$ cat src/pstc_pkg.sv
// Shared constants and types for the power state controller.
package pstc_pkg;

  // Core clock and sequence timing
  localparam int unsigned PSTC_CLK_MHZ          = 50;
  localparam int unsigned PSTC_SLOT_TIME_US     = 2000;
  localparam int unsigned PSTC_SLOT_CYC         =
    PSTC_SLOT_TIME_US * PSTC_CLK_MHZ;
  localparam int unsigned PSTC_FAIL_TIME_MS     = 2000;
  localparam int unsigned PSTC_FAIL_CYC         =
    PSTC_FAIL_TIME_MS * 1000 * PSTC_CLK_MHZ;
  localparam int unsigned PSTC_DLY_UNIT_TIME_US = 1000;
  localparam int unsigned PSTC_DLY_UNIT_CYC     =
    PSTC_DLY_UNIT_TIME_US * PSTC_CLK_MHZ;
  localparam int unsigned PSTC_NUM_SLOTS        = 5;

  // Register offsets
  localparam logic [15:0] PSTC_ADDR_POWER_STATE = 16'h4003;
  localparam logic [15:0] PSTC_ADDR_READBACK    = 16'h400d;

  // Field positions and reset values
  localparam int unsigned PSTC_SYS_ON_BIT       = 15;
  localparam int unsigned PSTC_SLEEP_BIT        = 14;
  localparam int unsigned PSTC_DLY_LSB          = 10;
  localparam logic [1:0]  PSTC_DLY_RESET        = 2'h2;
  localparam logic [15:0] PSTC_READBACK_RESET   = 16'h0000;

  // State readback codes, stable then transitional
  localparam logic [4:0] PSTC_CODE_OFF     = 5'h00;
  localparam logic [4:0] PSTC_CODE_PROG    = 5'h0b;
  localparam logic [4:0] PSTC_CODE_SLEEP   = 5'h1c;
  localparam logic [4:0] PSTC_CODE_ON      = 5'h1f;
  localparam logic [4:0] PSTC_CODE_BACKUP  = 5'h01;
  localparam logic [4:0] PSTC_CODE_NOPWR   = 5'h02;
  localparam logic [4:0] PSTC_CODE_ON_SEQ  = 5'h11;
  localparam logic [4:0] PSTC_CODE_OFF_SEQ = 5'h12;
  localparam logic [4:0] PSTC_CODE_SLP_SEQ = 5'h13;
  localparam logic [4:0] PSTC_CODE_WK_SEQ  = 5'h14;
  localparam logic [4:0] PSTC_CODE_DLY     = 5'h15;

  typedef enum logic [3:0] {
    ST_NOPWR, ST_BACKUP, ST_OFF, ST_PROG, ST_ON_SEQ, ST_ON, ST_DLY,
    ST_OFF_SEQ, ST_SLP_SEQ, ST_SLEEP, ST_WK_SEQ
  } pstc_state_e;

  typedef enum logic [1:0] {
    SK_ON, SK_OFF, SK_SLP, SK_WAKE
  } pstc_kind_e;

  // One-cycle completion pulses per target state
  typedef struct packed {
    logic backup;
    logic sleep;
    logic on;
    logic off;
  } pstc_trans_s;

endpackage

$ cat src/pstc_power_state_ctrl.sv
// Main power state machine with timed rail sequencing and readback.
//
// What this block does
// - Six power states: no power, off, on, sleep, backup, program.
// - No power disables everything and clears all registers.
// - Off keeps the clock running, holds registers, drives reset pin low.
// - Off disables rails except internal and optional always-on regulator.
// - On makes every function available.
// - Sleep entry and exit run a programmable rail sequence.
// - Backup disables every converter and regulator except the internal regulator.
// - Backup keeps clock, oscillator, scratch; resets everything else.
// - Backup may freeze the clock count to save power.
// - Core supply below power-on threshold forces no power.
// - Core supply below device-reset threshold forces backup.
// - Off, on and sleep moves run as timed configured sequences.
// - Off event in sleep goes straight to off, rails dropped at once.
// - Five-bit state field: off 00, program 0b, sleep 1c, on 1f.
// - Flag each completed move into backup, sleep, on or off.
// - Power button starts power-up and shutdown.
// - Five slots of 2 ms each, extended until slot rails are up.
// - On sequence over 2 s flags failure, forces off, drops rails.
// - System-on write 0 commands off; write 1 does nothing.
// - Sleep flag write 1 commands sleep, write 0 commands wake.
`timescale 1ns/1ns
`default_nettype none
module pstc_power_state_ctrl
  import pstc_pkg::*;
#(
  parameter int unsigned SLOT_CYC     = PSTC_SLOT_CYC,
  parameter int unsigned FAIL_CYC     = PSTC_FAIL_CYC,
  parameter int unsigned DLY_UNIT_CYC = PSTC_DLY_UNIT_CYC
) (
  input  wire logic        i_core_clk,
  input  wire logic        i_rst_n,
  input  wire logic        i_core_above_por,
  input  wire logic        i_core_above_devrst,
  input  wire logic        i_pwr_button_n,
  input  wire logic [4:0]  i_slot_good,
  input  wire logic        i_prog_enter,
  input  wire logic        i_prog_exit,
  input  wire logic        i_rtc_unclocked_sel,
  input  wire logic        i_aon_keep_in_off,
  input  wire logic        i_reg_wr,
  input  wire logic [15:0] i_reg_addr,
  input  wire logic [15:0] i_reg_wdata,
  output logic      [15:0] o_reg_rdata,
  output logic      [4:0]  o_rail_en,
  output logic             o_int_reg_en,
  output logic             o_aon_reg_en,
  output logic             o_reset_out_n,
  output logic             o_rtc_run,
  output logic             o_rtc_count_en,
  output logic             o_scratch_keep,
  output logic             o_func_rst,
  output logic             o_seq_fail,
  output pstc_trans_s      o_trans_done,
  output logic      [4:0]  o_state_code
);
  initial begin
    if (FAIL_CYC <= SLOT_CYC) $error("FAIL_CYC must exceed SLOT_CYC");
    if (DLY_UNIT_CYC < 1) $error("DLY_UNIT_CYC must be at least 1");
  end

  pstc_state_e state_q, prev_q;
  pstc_kind_e  kind_q;
  logic [31:0] dly_cnt_q, fail_cnt_q, dly_cyc;
  logic [1:0]  dly_q;
  logic [4:0]  on_en_q, slp_en_q, good_s;
  logic        por_s, devrst_s, btn_s, btn_prev_q, btn_fall;
  logic        seq_start_q, seq_busy, seq_slot_start, seq_done, slot_ok;
  logic [2:0]  seq_slot, rev_slot;
  logic        wr_ps, host_off, host_slp, host_wake;
  logic        off_evt, fail, go_dead, imm_off, sys_on;

  // Pins from outside the core clock domain
  pstc_sync #(.W(8)) u_sync (
    .i_core_clk (i_core_clk),
    .i_rst_n    (i_rst_n),
    .i_async    ({i_core_above_por, i_core_above_devrst,
                  i_pwr_button_n, i_slot_good}),
    .o_sync     ({por_s, devrst_s, btn_s, good_s})
  );

  // Button press is a falling edge of the synchronised level
  always_ff @(posedge i_core_clk or negedge i_rst_n) begin
    if (!i_rst_n) begin
      btn_prev_q <= 1'b0;
    end else begin
      btn_prev_q <= btn_s;
    end
  end
  assign btn_fall = btn_prev_q & ~btn_s;

  // Host commands decoded from power-state register writes
  assign wr_ps     = i_reg_wr && (i_reg_addr == PSTC_ADDR_POWER_STATE);
  assign host_off  = wr_ps && !i_reg_wdata[PSTC_SYS_ON_BIT];
  assign host_slp  = wr_ps && i_reg_wdata[PSTC_SYS_ON_BIT] &&
                     i_reg_wdata[PSTC_SLEEP_BIT];
  assign host_wake = wr_ps && i_reg_wdata[PSTC_SYS_ON_BIT] &&
                     !i_reg_wdata[PSTC_SLEEP_BIT];
  assign off_evt   = btn_fall || host_off;
  assign go_dead   = !por_s || !devrst_s;
  assign fail      = (state_q == ST_ON_SEQ) &&
                     (fail_cnt_q == FAIL_CYC - 1);
  assign imm_off   = fail || (state_q == ST_SLEEP && off_evt);
  assign dly_cyc   = 32'(dly_q) * 32'(DLY_UNIT_CYC);

  function automatic pstc_state_e seq_state(input pstc_kind_e k);
    case (k)
      SK_ON:   seq_state = ST_ON_SEQ;
      SK_OFF:  seq_state = ST_OFF_SEQ;
      SK_SLP:  seq_state = ST_SLP_SEQ;
      default: seq_state = ST_WK_SEQ;
    endcase
  endfunction

  // Main state machine; supply monitors override everything
  always_ff @(posedge i_core_clk or negedge i_rst_n) begin
    if (!i_rst_n) begin
      state_q     <= ST_NOPWR;
      kind_q      <= SK_ON;
      dly_cnt_q   <= 32'h0;
      seq_start_q <= 1'b0;
    end else begin
      seq_start_q <= 1'b0;
      if (!por_s) begin
        state_q <= ST_NOPWR;
      end else if (!devrst_s) begin
        state_q <= ST_BACKUP;
      end else begin
        case (state_q)
          ST_NOPWR, ST_BACKUP: state_q <= ST_OFF;
          ST_OFF: begin
            if (i_prog_enter) begin
              state_q <= ST_PROG;
            end else if (btn_fall) begin
              state_q     <= ST_ON_SEQ;
              kind_q      <= SK_ON;
              seq_start_q <= 1'b1;
            end
          end
          ST_PROG: if (i_prog_exit) state_q <= ST_OFF;
          ST_ON: begin
            if (off_evt) begin
              state_q   <= ST_DLY;
              kind_q    <= SK_OFF;
              dly_cnt_q <= dly_cyc;
            end else if (host_slp) begin
              state_q   <= ST_DLY;
              kind_q    <= SK_SLP;
              dly_cnt_q <= dly_cyc;
            end
          end
          ST_SLEEP: begin
            if (off_evt) begin
              state_q <= ST_OFF;
            end else if (host_wake) begin
              state_q   <= ST_DLY;
              kind_q    <= SK_WAKE;
              dly_cnt_q <= dly_cyc;
            end
          end
          ST_DLY: begin
            if (dly_cnt_q == 32'h0) begin
              state_q     <= seq_state(kind_q);
              seq_start_q <= 1'b1;
            end else begin
              dly_cnt_q <= dly_cnt_q - 32'h1;
            end
          end
          ST_ON_SEQ: begin
            if (fail) state_q <= ST_OFF;
            else if (seq_done) state_q <= ST_ON;
          end
          ST_OFF_SEQ: if (seq_done) state_q <= ST_OFF;
          ST_SLP_SEQ: if (seq_done) state_q <= ST_SLEEP;
          ST_WK_SEQ:  if (seq_done) state_q <= ST_ON;
          default:    state_q <= ST_NOPWR;
        endcase
      end
    end
  end

  // Slot order is reversed for the off and wake sequences
  assign rev_slot = 3'(PSTC_NUM_SLOTS - 1) - seq_slot;
  always_comb begin
    case (kind_q)
      SK_ON:   slot_ok = good_s[seq_slot];
      SK_WAKE: slot_ok = good_s[rev_slot];
      default: slot_ok = 1'b1;
    endcase
  end

  pstc_slot_seq #(.SLOT_CYC(SLOT_CYC)) u_seq (
    .i_core_clk   (i_core_clk),
    .i_rst_n      (i_rst_n),
    .i_start      (seq_start_q),
    .i_abort      (fail || go_dead),
    .i_slot_ok    (slot_ok),
    .o_busy       (seq_busy),
    .o_slot       (seq_slot),
    .o_slot_start (seq_slot_start),
    .o_done       (seq_done)
  );

  // Rail enables: on group follows on/off, sleep group follows sleep/wake
  always_ff @(posedge i_core_clk or negedge i_rst_n) begin
    if (!i_rst_n) begin
      on_en_q  <= 5'h00;
      slp_en_q <= 5'h1f;
    end else if (go_dead || imm_off || state_q == ST_OFF) begin
      on_en_q  <= 5'h00;
      slp_en_q <= 5'h1f;
    end else if (seq_slot_start) begin
      case (kind_q)
        SK_ON:   on_en_q[seq_slot]  <= 1'b1;
        SK_OFF:  on_en_q[rev_slot]  <= 1'b0;
        SK_SLP:  slp_en_q[seq_slot] <= 1'b0;
        default: slp_en_q[rev_slot] <= 1'b1;
      endcase
    end
  end
  assign o_rail_en = on_en_q & slp_en_q;

  // Failure watchdog over the whole on sequence
  always_ff @(posedge i_core_clk or negedge i_rst_n) begin
    if (!i_rst_n) begin
      fail_cnt_q <= 32'h0;
      o_seq_fail <= 1'b0;
    end else begin
      o_seq_fail <= fail;
      if (state_q == ST_ON_SEQ && !fail) fail_cnt_q <= fail_cnt_q + 32'h1;
      else fail_cnt_q <= 32'h0;
    end
  end

  // Delay field; lost in no power and backup, kept in off
  always_ff @(posedge i_core_clk or negedge i_rst_n) begin
    if (!i_rst_n) begin
      dly_q <= PSTC_DLY_RESET;
    end else if (go_dead) begin
      dly_q <= PSTC_DLY_RESET;
    end else if (wr_ps) begin
      dly_q <= i_reg_wdata[PSTC_DLY_LSB +: 2];
    end
  end

  // State code; sequences show transitional values until done
  always_comb begin
    case (state_q)
      ST_OFF:     o_state_code = PSTC_CODE_OFF;
      ST_PROG:    o_state_code = PSTC_CODE_PROG;
      ST_SLEEP:   o_state_code = PSTC_CODE_SLEEP;
      ST_ON:      o_state_code = PSTC_CODE_ON;
      ST_BACKUP:  o_state_code = PSTC_CODE_BACKUP;
      ST_ON_SEQ:  o_state_code = PSTC_CODE_ON_SEQ;
      ST_OFF_SEQ: o_state_code = PSTC_CODE_OFF_SEQ;
      ST_SLP_SEQ: o_state_code = PSTC_CODE_SLP_SEQ;
      ST_WK_SEQ:  o_state_code = PSTC_CODE_WK_SEQ;
      ST_DLY:     o_state_code = PSTC_CODE_DLY;
      default:    o_state_code = PSTC_CODE_NOPWR;
    endcase
  end

  assign sys_on = (state_q == ST_ON) || (state_q == ST_SLEEP) ||
                  (state_q == ST_DLY) || (state_q == ST_OFF_SEQ) ||
                  (state_q == ST_SLP_SEQ) || (state_q == ST_WK_SEQ);

  // Register read data, one cycle after the address
  always_ff @(posedge i_core_clk or negedge i_rst_n) begin
    if (!i_rst_n) begin
      o_reg_rdata <= PSTC_READBACK_RESET;
    end else begin
      case (i_reg_addr)
        PSTC_ADDR_READBACK:
          o_reg_rdata <= {11'h000, o_state_code};
        PSTC_ADDR_POWER_STATE:
          o_reg_rdata <= {sys_on, state_q == ST_SLEEP, 2'h0, dly_q, 10'h000};
        default:
          o_reg_rdata <= 16'h0000;
      endcase
    end
  end

  // Completion flags pulse the cycle after a stable state is entered
  always_ff @(posedge i_core_clk or negedge i_rst_n) begin
    if (!i_rst_n) begin
      prev_q       <= ST_NOPWR;
      o_trans_done <= '0;
    end else begin
      prev_q              <= state_q;
      o_trans_done.backup <= state_q == ST_BACKUP && prev_q != ST_BACKUP;
      o_trans_done.sleep  <= state_q == ST_SLEEP && prev_q != ST_SLEEP;
      o_trans_done.on     <= state_q == ST_ON && prev_q != ST_ON;
      o_trans_done.off    <= state_q == ST_OFF && prev_q != ST_OFF;
    end
  end

  // Supply and pin controls follow the state; reset pin low when off
  assign o_reset_out_n  = sys_on || state_q == ST_ON_SEQ;
  assign o_int_reg_en   = state_q != ST_NOPWR;
  assign o_aon_reg_en   = sys_on || state_q == ST_ON_SEQ ||
                          (state_q == ST_OFF && i_aon_keep_in_off);
  assign o_rtc_run      = state_q != ST_NOPWR;
  assign o_rtc_count_en = state_q != ST_NOPWR &&
                          !(state_q == ST_BACKUP && i_rtc_unclocked_sel);
  assign o_scratch_keep = state_q != ST_NOPWR;
  assign o_func_rst     = state_q == ST_NOPWR || state_q == ST_BACKUP;
endmodule
`default_nettype wire

$ cat src/pstc_sync.sv
// Two-flop synchroniser for asynchronous level inputs.
`timescale 1ns/1ns
`default_nettype none
module pstc_sync #(
  parameter int unsigned W = 1
) (
  input  wire logic         i_core_clk,
  input  wire logic         i_rst_n,
  input  wire logic [W-1:0] i_async,
  output logic      [W-1:0] o_sync
);
  logic [W-1:0] meta_q;

  // First stage feeds only the second stage
  always_ff @(posedge i_core_clk or negedge i_rst_n) begin
    if (!i_rst_n) begin
      meta_q <= '0;
      o_sync <= '0;
    end else begin
      meta_q <= i_async;
      o_sync <= meta_q;
    end
  end
endmodule
`default_nettype wire

$ cat src/pstc_slot_seq.sv
// Five-slot timed sequencer with slot extension on power-good.
`timescale 1ns/1ns
`default_nettype none
module pstc_slot_seq
  import pstc_pkg::*;
#(
  parameter int unsigned SLOT_CYC = PSTC_SLOT_CYC
) (
  input  wire logic       i_core_clk,
  input  wire logic       i_rst_n,
  input  wire logic       i_start,
  input  wire logic       i_abort,
  input  wire logic       i_slot_ok,
  output logic            o_busy,
  output logic [2:0]      o_slot,
  output logic            o_slot_start,
  output logic            o_done
);
  initial begin
    if (SLOT_CYC < 2) $error("SLOT_CYC must be at least 2");
  end

  logic [31:0] cnt_q;
  logic        slot_end;

  // A slot ends after its nominal time and once its rails are up
  assign slot_end = o_busy && (cnt_q >= SLOT_CYC - 1) && i_slot_ok;

  always_ff @(posedge i_core_clk or negedge i_rst_n) begin
    if (!i_rst_n) begin
      o_busy       <= 1'b0;
      o_slot       <= 3'h0;
      cnt_q        <= 32'h0;
      o_slot_start <= 1'b0;
      o_done       <= 1'b0;
    end else begin
      o_slot_start <= 1'b0;
      o_done       <= 1'b0;
      if (i_abort) begin
        o_busy <= 1'b0;
      end else if (i_start) begin
        o_busy       <= 1'b1;
        o_slot       <= 3'h0;
        cnt_q        <= 32'h0;
        o_slot_start <= 1'b1;
      end else if (slot_end) begin
        cnt_q <= 32'h0;
        if (o_slot == 3'(PSTC_NUM_SLOTS - 1)) begin
          o_busy <= 1'b0;
          o_done <= 1'b1;
        end else begin
          o_slot       <= o_slot + 3'h1;
          o_slot_start <= 1'b1;
        end
      end else if (o_busy && cnt_q < SLOT_CYC - 1) begin
        cnt_q <= cnt_q + 32'h1;
      end
    end
  end
endmodule
`default_nettype wire

$ cat config.mk
export PLATFORM = sky130hd
export DESIGN_NAME = pstc_power_state_ctrl
export DESIGN_NICKNAME = d
export VERILOG_FILES = /design/src/pstc_pkg.sv /design/src/pstc_power_state_ctrl.sv /design/src/pstc_sync.sv /design/src/pstc_slot_seq.sv
export SDC_FILE = /design/constraint.sdc
export NUM_CORES = 1
export LEC_CHECK = 0
export ABC_AREA = 1
export BUFFER_PORTS_ARGS = -buffer_cell sky130_fd_sc_hd__buf_4
export CAP_MARGIN = 20
export CORE_ASPECT_RATIO = 0.6
export CORE_UTILIZATION = 37
export DETAILED_ROUTE_END_ITERATION = 16
export HOLD_SLACK_MARGIN = 0.03
export PLACE_DENSITY_LB_ADDON = 0.25
export SETUP_SLACK_MARGIN = 0.02
export SYNTH_ARGS = -nofsm -noshare
export SYNTH_HDL_FRONTEND = slang
export SYNTH_HIERARCHICAL = 1
export SYNTH_SLANG_ARGS = --single-unit
$ cat constraint.sdc
create_clock -name i_core_clk -period 6.76 [get_ports i_core_clk]
set_clock_uncertainty 0.15 [all_clocks]
set_input_delay 0.676 -clock i_core_clk [delete_from_list [all_inputs] [get_ports i_core_clk]]
set_output_delay 0.676 -clock i_core_clk [all_outputs]
set_load 0.01 [all_outputs]
# == After elaboration in Yosys (flattened, before gate mapping) ==
# Memories as Yosys holds them, arrays and structs flattened.
# Cells that the tools add are included.
# classes
n_addsub,5
mul,1
order_cmp,6
eq_ne,36
n_mux,72
bitwise_logic,10
reduce_logical,63
# op_table
cell,count
$mux W32,9
$pmux W32 S3,1
$add A32 B1 Y32 const B,2
$mux W4,14
$pmux W4 S10,1
$eq A16 B15 Y1 const B,2
$eq A32 B27 Y1 const B,1
$ge A32 B17 Y1 const B,1
$logic_not A32 Y1,1
$lt A32 B17 Y1 const B,1
$pmux W16 S2,1
$sub A32 B1 Y32 const B,1
$mux W1,21
$logic_and A1 B1 Y1,20
$mux W5,4
$pmux W5 S2,2
$reduce_bool A3 Y1,6
$eq A4 B3 Y1 const B,4
$mux W2,8
$and A5 B5 Y5,3
$ne A5 B5 Y1 const B,3
$logic_or A1 B1 Y1,14
$mul A2 B12 Y14 const B,1
$reduce_and A7 Y1,2
other kinds (36),70
# word_totals
reg_bits,163
romBits,80
in_bits,47
out_inout_bits,38
elab_cells,217
n_memories,1
# mem_list
name,words,width,read_ports,rd_clocked_by_memory_dff,write_ports,line_no,source
(no name shown),16,5,1,0,0,pstc_power_state_ctrl.sv:250,case (state_q)

# == Logic depth before layout (Yosys ltp) ==
# Gate-level depths: netlist of the first run.
# logic_depth
depth_word,10
depth_mapped,18
depth_no_buf,17

# == Modules after synthesis ==
# The synthesis of the first run kept the hierarchy.
# modules_own_cells
module,instances,cells_each,area_each_um2,seq_area_each_um2
pstc_power_state_ctrl,1,923,6657.6,2560.0
pstc_slot_seq,1,257,2038.2,950.9
pstc_sync,1,16,400.4,400.4

# == Worst setup path before layout of the first run ==
# Ideal clock, no wire load.
# synth_path
path_type,reg2reg
startpoint,register u_seq.o_slot[0]
endpoint,register u_seq.cnt_q[17]
setup_time_ns,0.116
t_arrival_ns,2.303
t_required_ns,6.494
setup_slack_ns,4.191
path_stages_with_launch,19
n_path_buf,2
period_less_slack_ns,2.569
cell_sequence,dfrtp_1 clkbuf_1 clkinv_1 ha_1 xnor2_1 inv_1 nor2_1 nand2_1 nand3_1 nand2_1 nand2_1 nand2_1 inv_1 nand2_4 nand3_2 nand2_4 inv_2 buf_6 nor2_2
# synth_via
elab_chain_cells,7
word_cells_on_any_way,11
cone_classes,1 x add/sub; 7 x mux; 3 x reduce/logical
# synth_lines
item,line_no,source
from (decl),pstc_slot_seq.sv:15,"output logic [2:0] o_slot,"
from (signal assigned),pstc_slot_seq.sv:52,o_slot <= o_slot + 3'h1;
$sub A3 B3 Y3,pstc_power_state_ctrl.sv:185,assign rev_slot = 3'(PSTC_NUM_SLOTS - 1) - seq_slot;
$bmux W1 S3,pstc_power_state_ctrl.sv:189,SK_WAKE: slot_ok = good_s[rev_slot];
$mux W1 (not written as such),pstc_power_state_ctrl.sv:189,
$pmux W1 S2 (*),pstc_power_state_ctrl.sv:187,case (kind_q)
net slot_ok,pstc_power_state_ctrl.sv:70,"logic seq_start_q, seq_busy, seq_slot_start, seq_done, slot_ok;"
$logic_and A1 B1 Y1 (*),pstc_slot_seq.sv:27,assign slot_end = o_busy && (cnt_q >= SLOT_CYC - 1) && i_slot_ok;
$reduce_bool A3 Y1 (no source line) / $mux W32 (equally long branches),-,
$reduce_and A2 Y1 (no source line) / $mux W32 (equally long branches),-,
to (signal assigned),pstc_slot_seq.sv:56,cnt_q <= cnt_q + 32'h1;
to (decl),pstc_slot_seq.sv:23,logic [31:0] cnt_q;
# Mark *: on every way through the listed nets, which the timed path passes. The rest lies on a longest branch. The select of a mux whose other input is x is not followed.
# A chain may end at the register's enable or synchronous reset.

# == Worst setup path in the final report of the first run ==
# layout_path
startpoint,register state_q[0]
endpoint,register dly_cnt_q[29]
# layout_via
elab_chain_cells,3
word_cells_on_any_way,10
cone_classes,7 x eq/ne; 1 x mux; 2 x reduce/logical
# layout_lines
item,line_no,source
from (decl),pstc_power_state_ctrl.sv:64,"pstc_state_e state_q, prev_q;"
from (signal assigned),pstc_power_state_ctrl.sv:165,state_q <= seq_state(kind_q);
$eq A4 B3 Y1 / $eq A4 B4 Y1 (equally long branches),pstc_power_state_ctrl.sv:131,case (state_q)
$ne A3 B3 Y1 (no source line) (tied with other cells),-,
$reduce_and A7 Y1 (no source line),-,
to (signal assigned),pstc_power_state_ctrl.sv:147,dly_cnt_q <= dly_cyc;
to (signal assigned),pstc_power_state_ctrl.sv:151,dly_cnt_q <= dly_cyc;
to (signal assigned),pstc_power_state_ctrl.sv:160,dly_cnt_q <= dly_cyc;
to (decl),pstc_power_state_ctrl.sv:66,"logic [31:0] dly_cnt_q, fail_cnt_q, dly_cyc;"
# Parallel ways exist; a longest one is shown, timed or not.

==> flow_metrics.tcl, run 1 <==
set metrics [dict create \
    outcome "finished clean" \
    crit_type "flip-flop to flip-flop" \
    nFillCells 2400 \
    leakage_uw 0.00526 \
    drt-initial-drc-count 725 \
    nets 1327 \
    clockBufferDepth 2 \
    drv_slew 0 \
    postPlaceCellArea_mm2 0.00983 \
    ctsHoldBuffers 0 \
    min_period_over_period 0.526 \
    relSlewSlack 0.507 \
    dieArea_mm2 0.0252 \
    finalWirelength_um 22600 \
    end_kind "flip-flop" \
    fp.dieH_um 123 \
    postRouteAntennaNets 0 \
    cts_setup_buffers 0 \
    insertion_delay_ns 0.44 \
    cpMostUsedCell "nand2_1" \
    gp_congestion 0.908 \
    synth_area_mm2 0.00910 \
    antenna_found_initial 0 \
    route.detailed.wl_per_inst_um 14.1 \
    slowest_stage "clkinv_1" \
    drt_pre_antenna_iters 5 \
    cp_max_fo 54 \
    finalHoldViolCount 0 \
    ios 85 \
    grt-ovfl-total 0 \
    max_freq_mhz 281 \
    busiest_layer "met1" \
    use_met1 0.310 \
    coreArea_mm2 0.0242 \
    diodes 0 \
    ys_seq_area_frac 0.430 \
    drc 0 \
    drive_gt1_frac 0.148 \
    post_cts_resized 0 \
    syn_area_per_cell_um2 7.61 \
    cp.arrival_ns 3.71 \
    htree_levels 4 \
    cap_violations 0 \
    cts_buffers 17 \
    finish.instance_area_mm2 0.0104 \
    yosys.cell_types.count 48 \
    crit_required_ns 6.91 \
    io_buffers 65 \
    row_count 44 \
    synth-async-reset-ratio 1.00 \
    grt_pass1_vias 7048 \
    vias_per_cell 4.91 \
    dpl.hpwl_um 16700 \
    cts.sinks 156 \
    yosys_register_bits 156 \
    worstMarginPinSlew_ns 0.739 \
    die_x_um 204 \
    fin_crit_ns 3.55 \
    yosysWarnings 6 \
    cellPowerDensity_mw_per_mm2 204 \
    ir_drop_mv 0.169 \
    cp_slowest_stage_delay_ns 0.63 \
    grt_first_pass_wirelength_um 37200 \
    hp-class "input port to async pin" \
    synthCells 1196 \
    start_kind "flip-flop" \
    path_clk_slew_ns 0.06 \
    rsz0062_at_grt "no" \
    use_met2 0.239 \
    clockRootBuffer "clkbuf_16" \
    start_util 0.376 \
    grt_max_degree 56 \
    synthFlopType "dfrtp_1" \
    vias 7832 \
    synth_edf_count 0 \
    finalSetupViolations 0 \
    setup_tns_ns 0 \
    grt_usage 0.189 \
    worstPathCellList "inv_1, ha_1, nand2_1, buf_4, clkinv_1, nand4_1, nand2_1, inv_2, nand2_4, nand2_1, o21ai_2" \
    met3_usage 0.0424 \
    cts_tree "done" \
    area_growth_pct 14.5 \
]
-- metrics by stage --
stage | std cells | utilization | total power [µW] | setup WS (ns) | hold slack [ns]
after global placement | 1564 | 0.407 | 1180 | 3.21 | 0.184
final | 1596 | 0.431 | 2120 | 3.21 | 0.0487
after floorplan | 1202 | - | 1100 | 4.19 | 0.181
after CTS | 1596 | 0.431 | 2150 | 3.19 | 0.0575
after global routing | 1596 | 0.431 | 2220 | 2.89 | 0.0791
after detailed placement | 1564 | 0.407 | 1190 | 3.21 | 0.186
-- final timing paths --
kind	start	end	slack, ns	cells past startpoint
setup reg to reg	state_q[0]	dly_cnt_q[29]	3.21	11
hold reg to reg	u_sync/meta_q[7]	u_sync/o_sync[7]	0.20	0
setup / recovery	state_q[0]	dly_cnt_q[29]	3.21	11
max in group asynchronous	i_rst_n	u_seq/cnt_q[14]	5.31	2
hold / removal	i_rst_n	prev_q[1]	0.05	1
min in group i_core_clk	i_slot_good[4]	u_sync/meta_q[4]	0.20	1
-- worst max-delay path, delay by kind of cell, from the launching register on --
kind | cells | cell delay [ns]
AND/OR/NAND/NOR | 5 | 1.21
buffers and inverters | 4 | 1.24
AO/OA/AOI/OAI | 1 | 0.07
adder cells (fa/ha/maj) | 1 | 0.24
flip-flops | 1 | 0.47
-- registers in the layout, indices dropped and copies added, names as in the netlist, 4 cells and up --
signal,count
dly_cnt_q,32
fail_cnt_q,32
o_reg_rdata,9
o_trans_done,4
on_en_q,5
prev_q,4
slp_en_q,5
state_q,4
u_seq/cnt_q,32
u_sync/meta_q,8
u_sync/o_sync,8
-- cells in the mapped netlist, types with 2 or more instances --
library cell  number  area, µm²
nand2_1          261        980
nor2_1           191        717
dfrtp_1          150       3750
inv_1            142        533
nand3_1           84        420
nor3_1            36        180
xor2_1            33        289
o21ai_0           31        155
nand4_1           28        175
a21oi_1           24        120
o21ai_2           20        175
ha_1              19        238
nor2_2            17        106
inv_2             12       45.0
nand2_2           12       75.1
xnor2_1           10       87.6
buf_4              9       67.6
o22ai_1            9       56.3
buf_6              8       90.1
nand3b_1           8       60.1
o21ai_1            8       40.0
or2_2              8       50.1
clkbuf_1           7       26.3
nor4_1             7       43.8
dfstp_2            6        158
a211oi_1           5       37.5
buf_2              5       25.0
nand2_4            5       56.3
nor2_4             5       56.3
a21boi_0           4       30.0
clkinv_1           4       15.0
a31oi_1            3       18.8
and3_1             3       18.8
o211ai_1           3       22.5
or2_1              3       18.8
nor3b_1            2       15.0
nor4b_1            2       17.5
o21a_1             2       15.0
-- report_power, final --
| part | internal, µW | switching (µW) | leakage [µW] |
|---|---|---|---|
| Sequential | 947 | 12.0 | 0.00211 |
| Combinational | 76.4 | 135 | 0.00287 |
| Clock | 560 | 392 | 0.000275 |
-- routing by layer --
metal	routed length, µm	part of all wire
met3	1570	0.069
met1	12600	0.56
met4	208	0.0092
met2	8160	0.36
met5	0	0
-- layout by cell type, fill, tap and decap left out, types with 5 or more instances in the layout --
cell type / Yosys / final
a211oi_1: 5 / 5
a21oi_1: 24 / 24
buf_4: 9 / 68
clkbuf_16: 0 / 17
conb_1: 1 / 7
dfrtp_1: 150 / 150
dfstp_2: 6 / 6
ha_1: 19 / 19
inv_1: 142 / 142
inv_2: 12 / 12
nand2_1: 261 / 261
nand2_2: 12 / 12
nand2_4: 5 / 5
nand3_1: 84 / 84
nand3b_1: 8 / 8
nand4_1: 28 / 28
nor2_1: 191 / 191
nor2_2: 17 / 17
nor2_4: 5 / 5
nor3_1: 36 / 36
nor4_1: 7 / 7
o21ai_0: 31 / 31
o21ai_1: 8 / 8
o21ai_2: 20 / 20
o22ai_1: 9 / 9
or2_2: 8 / 8
xnor2_1: 10 / 10
xor2_1: 33 / 33
-- kinds of logic after synthesis --
| group | share of synthesized area |
|---|---|
| AO/OA/AOI/OAI | 0.0772 |
| XOR/XNOR | 0.0414 |
| adder cells (fa/ha/maj) | 0.0261 |
| buffers and inverters | 0.0882 |
| flip-flops | 0.430 |
| multiplexers | 0.00110 |
| other | 0.000412 |
| AND/OR/NAND/NOR | 0.336 |
-- final cells by class --
class / count / area [µm²] / share of cell area
well taps: 322 / 403 / 0.0387
inverters: 158 / 593 / 0.0570
flip-flops and latches: 156 / 3910 / 0.376
clock inverters: 11 / 119 / 0.0114
multi-input cells: 859 / 4410 / 0.423
repair buffers: 69 / 522 / 0.0501
clock buffers: 21 / 460 / 0.0442
(Power assumes the default switching activity.)
==> run 2, diff against run 1 <==
clock period = 3.1 ns   (was 6.76 ns; I/O delays follow)
==> run 2 against run 1 <==
Flip-flop and latch count unchanged; power rose by 140%; non-clock buffer count rose by 18; clock power rose to 2.5 times the previous value; global-route usage is 0.48 points higher; sequential power up 120%.
==> flow_metrics.tcl, run 2 (synthesis gave the netlist of run 1 again) <==
set metrics [dict create \
    outcome "finished clean" \
    relSlewSlack 0.592 \
    min_from "i_reg_addr[1]" \
    die_x_um 204 \
    clockBufferDepth 2 \
    insertion_delay_ns 0.43 \
    slowest_stage "dfrtp_1" \
    io_buffers 65 \
    drt-initial-drc-count 685 \
    drc 0 \
    worstPathCellList "inv_1, ha_1, inv_1, nor2_8, inv_2, nand2_1, inv_2, nand2_1, nor4_2, buf_4, nand3_1, buf_4" \
    coreArea_mm2 0.0242 \
    final_common_cell "nand2_1" \
    mostFrequentLayoutCells "nand2_1 (261), nor2_1 (190), dfrtp_1 (150)" \
    ios 85 \
    cts_setup_buffers 0 \
    crit_type "flip-flop to primary output" \
    rr_worst_depth 16 \
    max_freq_mhz 353 \
    clockRootBuffer "clkbuf_16" \
    postRouteAntennaNets 0 \
    holdPathStages 3 \
    htree_levels 4 \
    dpl.hpwl_um 17100 \
    cts_buffers 17 \
    crit_required_ns 2.64 \
    diodes 0 \
    grt_max_degree 66 \
    postPlaceCellArea_mm2 0.00990 \
    start_util 0.376 \
    start_kind "flip-flop" \
    finish.instance_area_mm2 0.0107 \
    cellPowerDensity_mw_per_mm2 466 \
    path_clk_slew_ns 0.06 \
    finalWirelength_um 22900 \
    finalHoldViolCount 0 \
    fp.dieH_um 123 \
    fin_crit_ns 2.84 \
    gp_congestion 0.880 \
    cap_violations 0 \
    antenna_found_initial 0 \
    cp_max_fo 6 \
    dieArea_mm2 0.0252 \
    cts.sinks 156 \
    finalSetupViolations 0 \
    grt_first_pass_wirelength_um 38100 \
    drt_pre_antenna_iters 5 \
    grt_usage 0.194 \
    vias 7876 \
    hold_path_end "o_reg_rdata[4]" \
    largestRegisters "dly_cnt_q x32, fail_cnt_q x32, u_seq/cnt_q x32" \
    cp.arrival_ns 2.38 \
    reg2reg_to "u_seq/cnt_q[20]" \
    min_period_over_period 0.915 \
    vias_per_cell 4.88 \
    route.detailed.wl_per_inst_um 14.2 \
    rsz0062_at_grt "no" \
    r2r-start "u_seq/o_slot[0]" \
    cp_slowest_stage_delay_ns 0.42 \
    setup_tns_ns 0 \
    ff2ff_setup_slack_ns 0.30 \
    hp-class "input port to flip-flop" \
    end_kind "primary output" \
    drv_slew 0 \
    grt-ovfl-total 0 \
    cts_tree "done" \
    nets 1345 \
    leakage_uw 0.00541 \
    worstMarginPinSlew_ns 0.611 \
    drive_gt1_frac 0.154 \
    row_count 44 \
    grt_pass1_vias 7191 \
    ir_drop_mv 0.379 \
    area_growth_pct 17.7 \
]
[run 2: cell types whose count changed in the layout (fill, tap and decap cells not counted), sizes merged]
cell / before / now
clkinvlp: 4 / 0
bufinv: 2 / 6
dlygate4sd3: 0 / 11
buf: 69 / 76
[run 2: layout make-up]
cell class | count | area, µm²
fill | 2413 | 13500
multi-input combinational | 859 | 4410
clock buffer | 21 | 470
tap | 322 | 403
sequential | 156 | 3910
inverter | 158 | 593
clock inverter | 11 | 213
timing repair buffer | 87 | 701
[run 2: per-layer routing]
metal | routed length, µm | share of wire | vias to the layer above | global-route usage
met4 | 187 | 0.0082 | 0 | 0.0448
li1 | - | - | 3950 | -
met3 | 1760 | 0.077 | 14 | 0.0385
met5 | 0 | 0 | - | 0
met2 | 8200 | 0.36 | 278 | 0.248
met1 | 12700 | 0.56 | 3634 | 0.320
[run 2: repair_timing]
| action | in CTS | in global routing |
|---|---|---|
| resized for setup | 0 | 3 |
| setup endpoints to repair | 0 | 8 |
| hold endpoints to repair | 66 | 0 |
| hold buffers | 11 | 0 |
[run 2: worst max-delay path by stage]
stage	startpoint	endpoint
after floorplan	u_seq/o_slot[0]	u_seq/cnt_q[17]
after global placement	state_q[1]	dly_cnt_q[22]
after detailed placement	u_seq/o_slot[0]	u_seq/cnt_q[6]
after CTS	state_q[1]	o_aon_reg_en
after global routing	state_q[1]	o_aon_reg_en
final	state_q[1]	o_aon_reg_en
[run 2: stage by stage]
stage                     setup WS, ns  hold slack [ns]  utilization  std cells  total power (µW)
after floorplan                  0.531           -0.136            -       1202              2410
after detailed placement         0.279            0.185        0.410       1571              2590
after global placement           0.371            0.184        0.410       1571              2590
final                            0.265           0.0544        0.443       1614              4990
after CTS                        0.175           0.0406        0.442       1614              5050
after global routing            0.0500           0.0812        0.443       1614              5200
[run 2: power by group]
group          internal (µW)  switching, µW
registers               2060           22.8
logic                    180            301
clock network           1570            852
[run 2: critical path: cells and delay by family, from the launching register on]
kind	cells	cell delay, ns
flip-flops	1	0.42
adder cells (fa/ha/maj)	1	0.20
AND/OR/NAND/NOR	5	0.49
buffers and inverters	6	0.84
==> run 3, diff against run 2 <==
ABC_AREA = 0   (was 1)
clock period = 2.84 ns   (was 3.1 ns; I/O delays follow)
==> run 3 against run 2 <==
The flow now finishes with violations (negative setup slack); power grew 6.8%; final cell count shrank 19%; via count shrank 11%; sequential share of layout area grew 0.21 points; cell area shrank 0.56%; global-route usage grew 0.85 points; sequential power grew 13%; area after synthesis shrank 10%; register-to-register slack lost 0.34 ns; hold slack gained 0.060 ns; combinational power grew 50%; largest cell class unchanged.
==> flow_metrics.tcl, run 3 <==
set metrics [dict create \
    io_buffers 65 \
    worstPathCellList "or4b_4, or4_4, nor4_4, nor2_2, inv_2, nor2_4, a32oi_2, nor3b_4, buf_4, and2_1" \
    rsz0062_at_grt "yes" \
    ys_seq_area_frac 0.478 \
    netlist.top_cell.by_area "dfrtp_1" \
    hp-class "input port to flip-flop" \
    leakage_uw 0.00477 \
    synth_edf_count 0 \
    cp_slowest_stage_delay_ns 0.58 \
    ff2ff_setup_slack_ns -0.04 \
    finalWirelength_um 22100 \
    finish.instance_area_mm2 0.0106 \
    fp.dieH_um 117 \
    ff_latch_area_mm2 0.00391 \
    postPlaceCellArea_mm2 0.00966 \
    drive_gt1_frac 0.275 \
    route.detailed.wl_per_inst_um 17.0 \
    grt_pass1_vias 6450 \
    synth_area_mm2 0.00818 \
    synthMostInstantiatedCell "dfrtp_1" \
    vias_per_cell 5.35 \
    dpl.hpwl_um 15600 \
    cp_num_buf_inv 2 \
    start_kind "flip-flop" \
    cts.sinks 156 \
    cellPowerDensity_mw_per_mm2 501 \
    vias 6980 \
    synth-async-reset-ratio 1.00 \
    synth.area.top_cells "dfrtp_1 (46%), nor2_1 (4.9%), ha_1 (2.9%), xor2_1 (2.7%), nand2_1 (2.5%)" \
    crit_type "flip-flop to flip-flop" \
    yosysTopAreaCellShare 0.459 \
    area_growth_pct 30.2 \
    r2r-start "fail_cnt_q[19]" \
    grt_first_pass_wirelength_um 35600 \
    reg2reg_to "u_seq/cnt_q[30]" \
    grt_usage 0.203 \
    synth_common_cells "dfrtp_1 (150), nor2_1 (106), nand2_1 (55)" \
    row_count 41 \
    rr_worst_depth 10 \
    outcome "finished with violations" \
    diodes 0 \
    syn_area_per_cell_um2 9.63 \
    path_depth 10 \
    grt_max_degree 67 \
    coreArea_mm2 0.0213 \
    drt_pre_antenna_iters 5 \
    min_period_over_period 1.02 \
    postRouteAntennaNets 0 \
    synthFlopType "dfrtp_1" \
    setup_slack_ns -0.0426 \
    ios 85 \
    busiest_layer "met1" \
    yosys.cell_types.count 84 \
    crit_required_ns 3.06 \
    die_x_um 194 \
    cap_violations 0 \
    relSlewSlack 0.507 \
    max_freq_mhz 347 \
    clockRootBuffer "clkbuf_16" \
    finalSetupViolations 17 \
    path_clk_slew_ns 0.07 \
    final_common_cell "buf_4" \
    cp_top_family "simple AND/OR/NAND/NOR gates" \
    drc 0 \
    largestRegisters "dly_cnt_q x32, fail_cnt_q x32, u_seq/cnt_q x32" \
    worstMarginPinSlew_ns 0.730 \
    cts_tree "done" \
    multiInputGateArea_mm2 0.00423 \
    cts_buffers 17 \
    insertion_delay_ns 0.43 \
    drv_slew 0 \
    slowest_stage "or4_4" \
    use_met1 0.327 \
    met3_usage 0.0415 \
    dieArea_mm2 0.0227 \
    cp_max_fo 11 \
    post-route-util 0.499 \
    yosysWarnings 6 \
    finalHoldViolCount 0 \
    clockBufferDepth 2 \
    setup_tns_ns -0.479 \
    nFillCells 1977 \
    synthCells 849 \
    fin_crit_ns 2.88 \
    yosys_register_bits 156 \
    mostFrequentLayoutCells "buf_4 (157), dfrtp_1 (150), nor2_1 (102)" \
    end_kind "flip-flop" \
    drt-initial-drc-count 704 \
    cp.arrival_ns 3.10 \
    grt-ovfl-total 0 \
    use_met2 0.266 \
    htree_levels 4 \
    violations "negative setup slack" \
    ir_drop_mv 0.419 \
    nets 1079 \
    gp_congestion 0.881 \
    antenna_found_initial 0 \
    start_util 0.383 \
    critPathLaunch "fail_cnt_q[19]" \
    endpoint "u_seq/cnt_q[30]" \
]
-- run 3: cell count changes after synthesis, sizes merged, moves of 11 or more --
| cell | before | now |
|---|---|---|
| nand2 | 278 | 56 |
| inv | 154 | 30 |
| nor2 | 214 | 106 |
| nand3 | 85 | 28 |
| o31ai | 0 | 29 |
| and2 | 0 | 23 |
| and3 | 3 | 20 |
| clkbuf | 7 | 24 |
| o21ai | 59 | 43 |
| a21oi | 25 | 40 |
| nand4 | 28 | 15 |
| or3 | 0 | 11 |
-- run 3: cells by family after synthesis --
group	count (synthesis)	synth area share
compound gates	187	0.160
simple gates	364	0.236
mux	11	0.0138
flops	156	0.478
buf+inv	73	0.0421
other cells	1	0.000459
fa+ha+maj	19	0.0291
xor+xnor	38	0.0407
-- run 3: report_power, final --
| group | switching (µW) | total (µW) | internal [µW] |
|---|---|---|---|
| clock network | 956 | 2250 | 1290 |
| logic | 408 | 720 | 312 |
| registers | 67.7 | 2370 | 2300 |
-- run 3: layer usage --
| metal | routed length [µm] | share of wire |
|---|---|---|
| met5 | 0 | 0 |
| met4 | 197 | 0.0089 |
| met3 | 1070 | 0.048 |
| met2 | 8730 | 0.39 |
| met1 | 12100 | 0.55 |
-- run 3: repair_timing --
action                                 4_1_cts  5_1_grt
setup endpoints to repair                   35       69
pin swaps                                    7       19
endpoints found under the hold margin       70        0
hold buffers                                11        0
resized for setup                           17       45
setup buffers                                5        3
gates cloned                                 0        2
-- run 3: worst reg2reg max path, cell delays in order, from the launching register on --
cell,delay [ns]
dfrtp_1,0.37
or4b_4,0.53
or4_4,0.58
nor4_4,0.18
nor2_2,0.07
inv_2,0.11
nor2_4,0.06
a32oi_2,0.21
nor3b_4,0.24
buf_4,0.19
and2_1,0.13
-- run 3: per-stage QoR --
stage | hold slack (ns) | instances | power (µW) | worst slack (ns)
4_1_cts | 0.0991 | 1301 | 5370 | -0.0610
2_1_floorplan | -0.162 | 855 | 2760 | -0.112
3_5_place_dp | 0.185 | 1254 | 3070 | -0.139
3_3_place_gp | 0.186 | 1254 | 3060 | -0.0804
5_1_grt | 0.111 | 1304 | 5590 | -0.196
6_report | 0.115 | 1304 | 5340 | -0.0426
-- run 3: layout make-up --
type	count	share of cell area
Multi-Input combinational cell	628	0.397
Sequential cell	156	0.367
Timing Repair Buffer	180	0.138
Clock buffer	18	0.0403
Tap cell	279	0.0328
Clock inverter	13	0.0134
Inverter	30	0.0110
-- run 3: worst min-delay path by stage --
stage                                start          endpoint  slack, ns  cells past startpoint
final                         i_prog_enter       seq_start_q       0.11                      4
after global routing          i_prog_enter       seq_start_q       0.11                      4
after global placement    u_sync/meta_q[2]  u_sync/o_sync[2]       0.19                      0
after floorplan                    i_rst_n        btn_prev_q      -0.16                      0
after detailed placement  u_sync/meta_q[2]  u_sync/o_sync[2]       0.18                      0
after CTS                     i_prog_enter       seq_start_q        0.1                      4
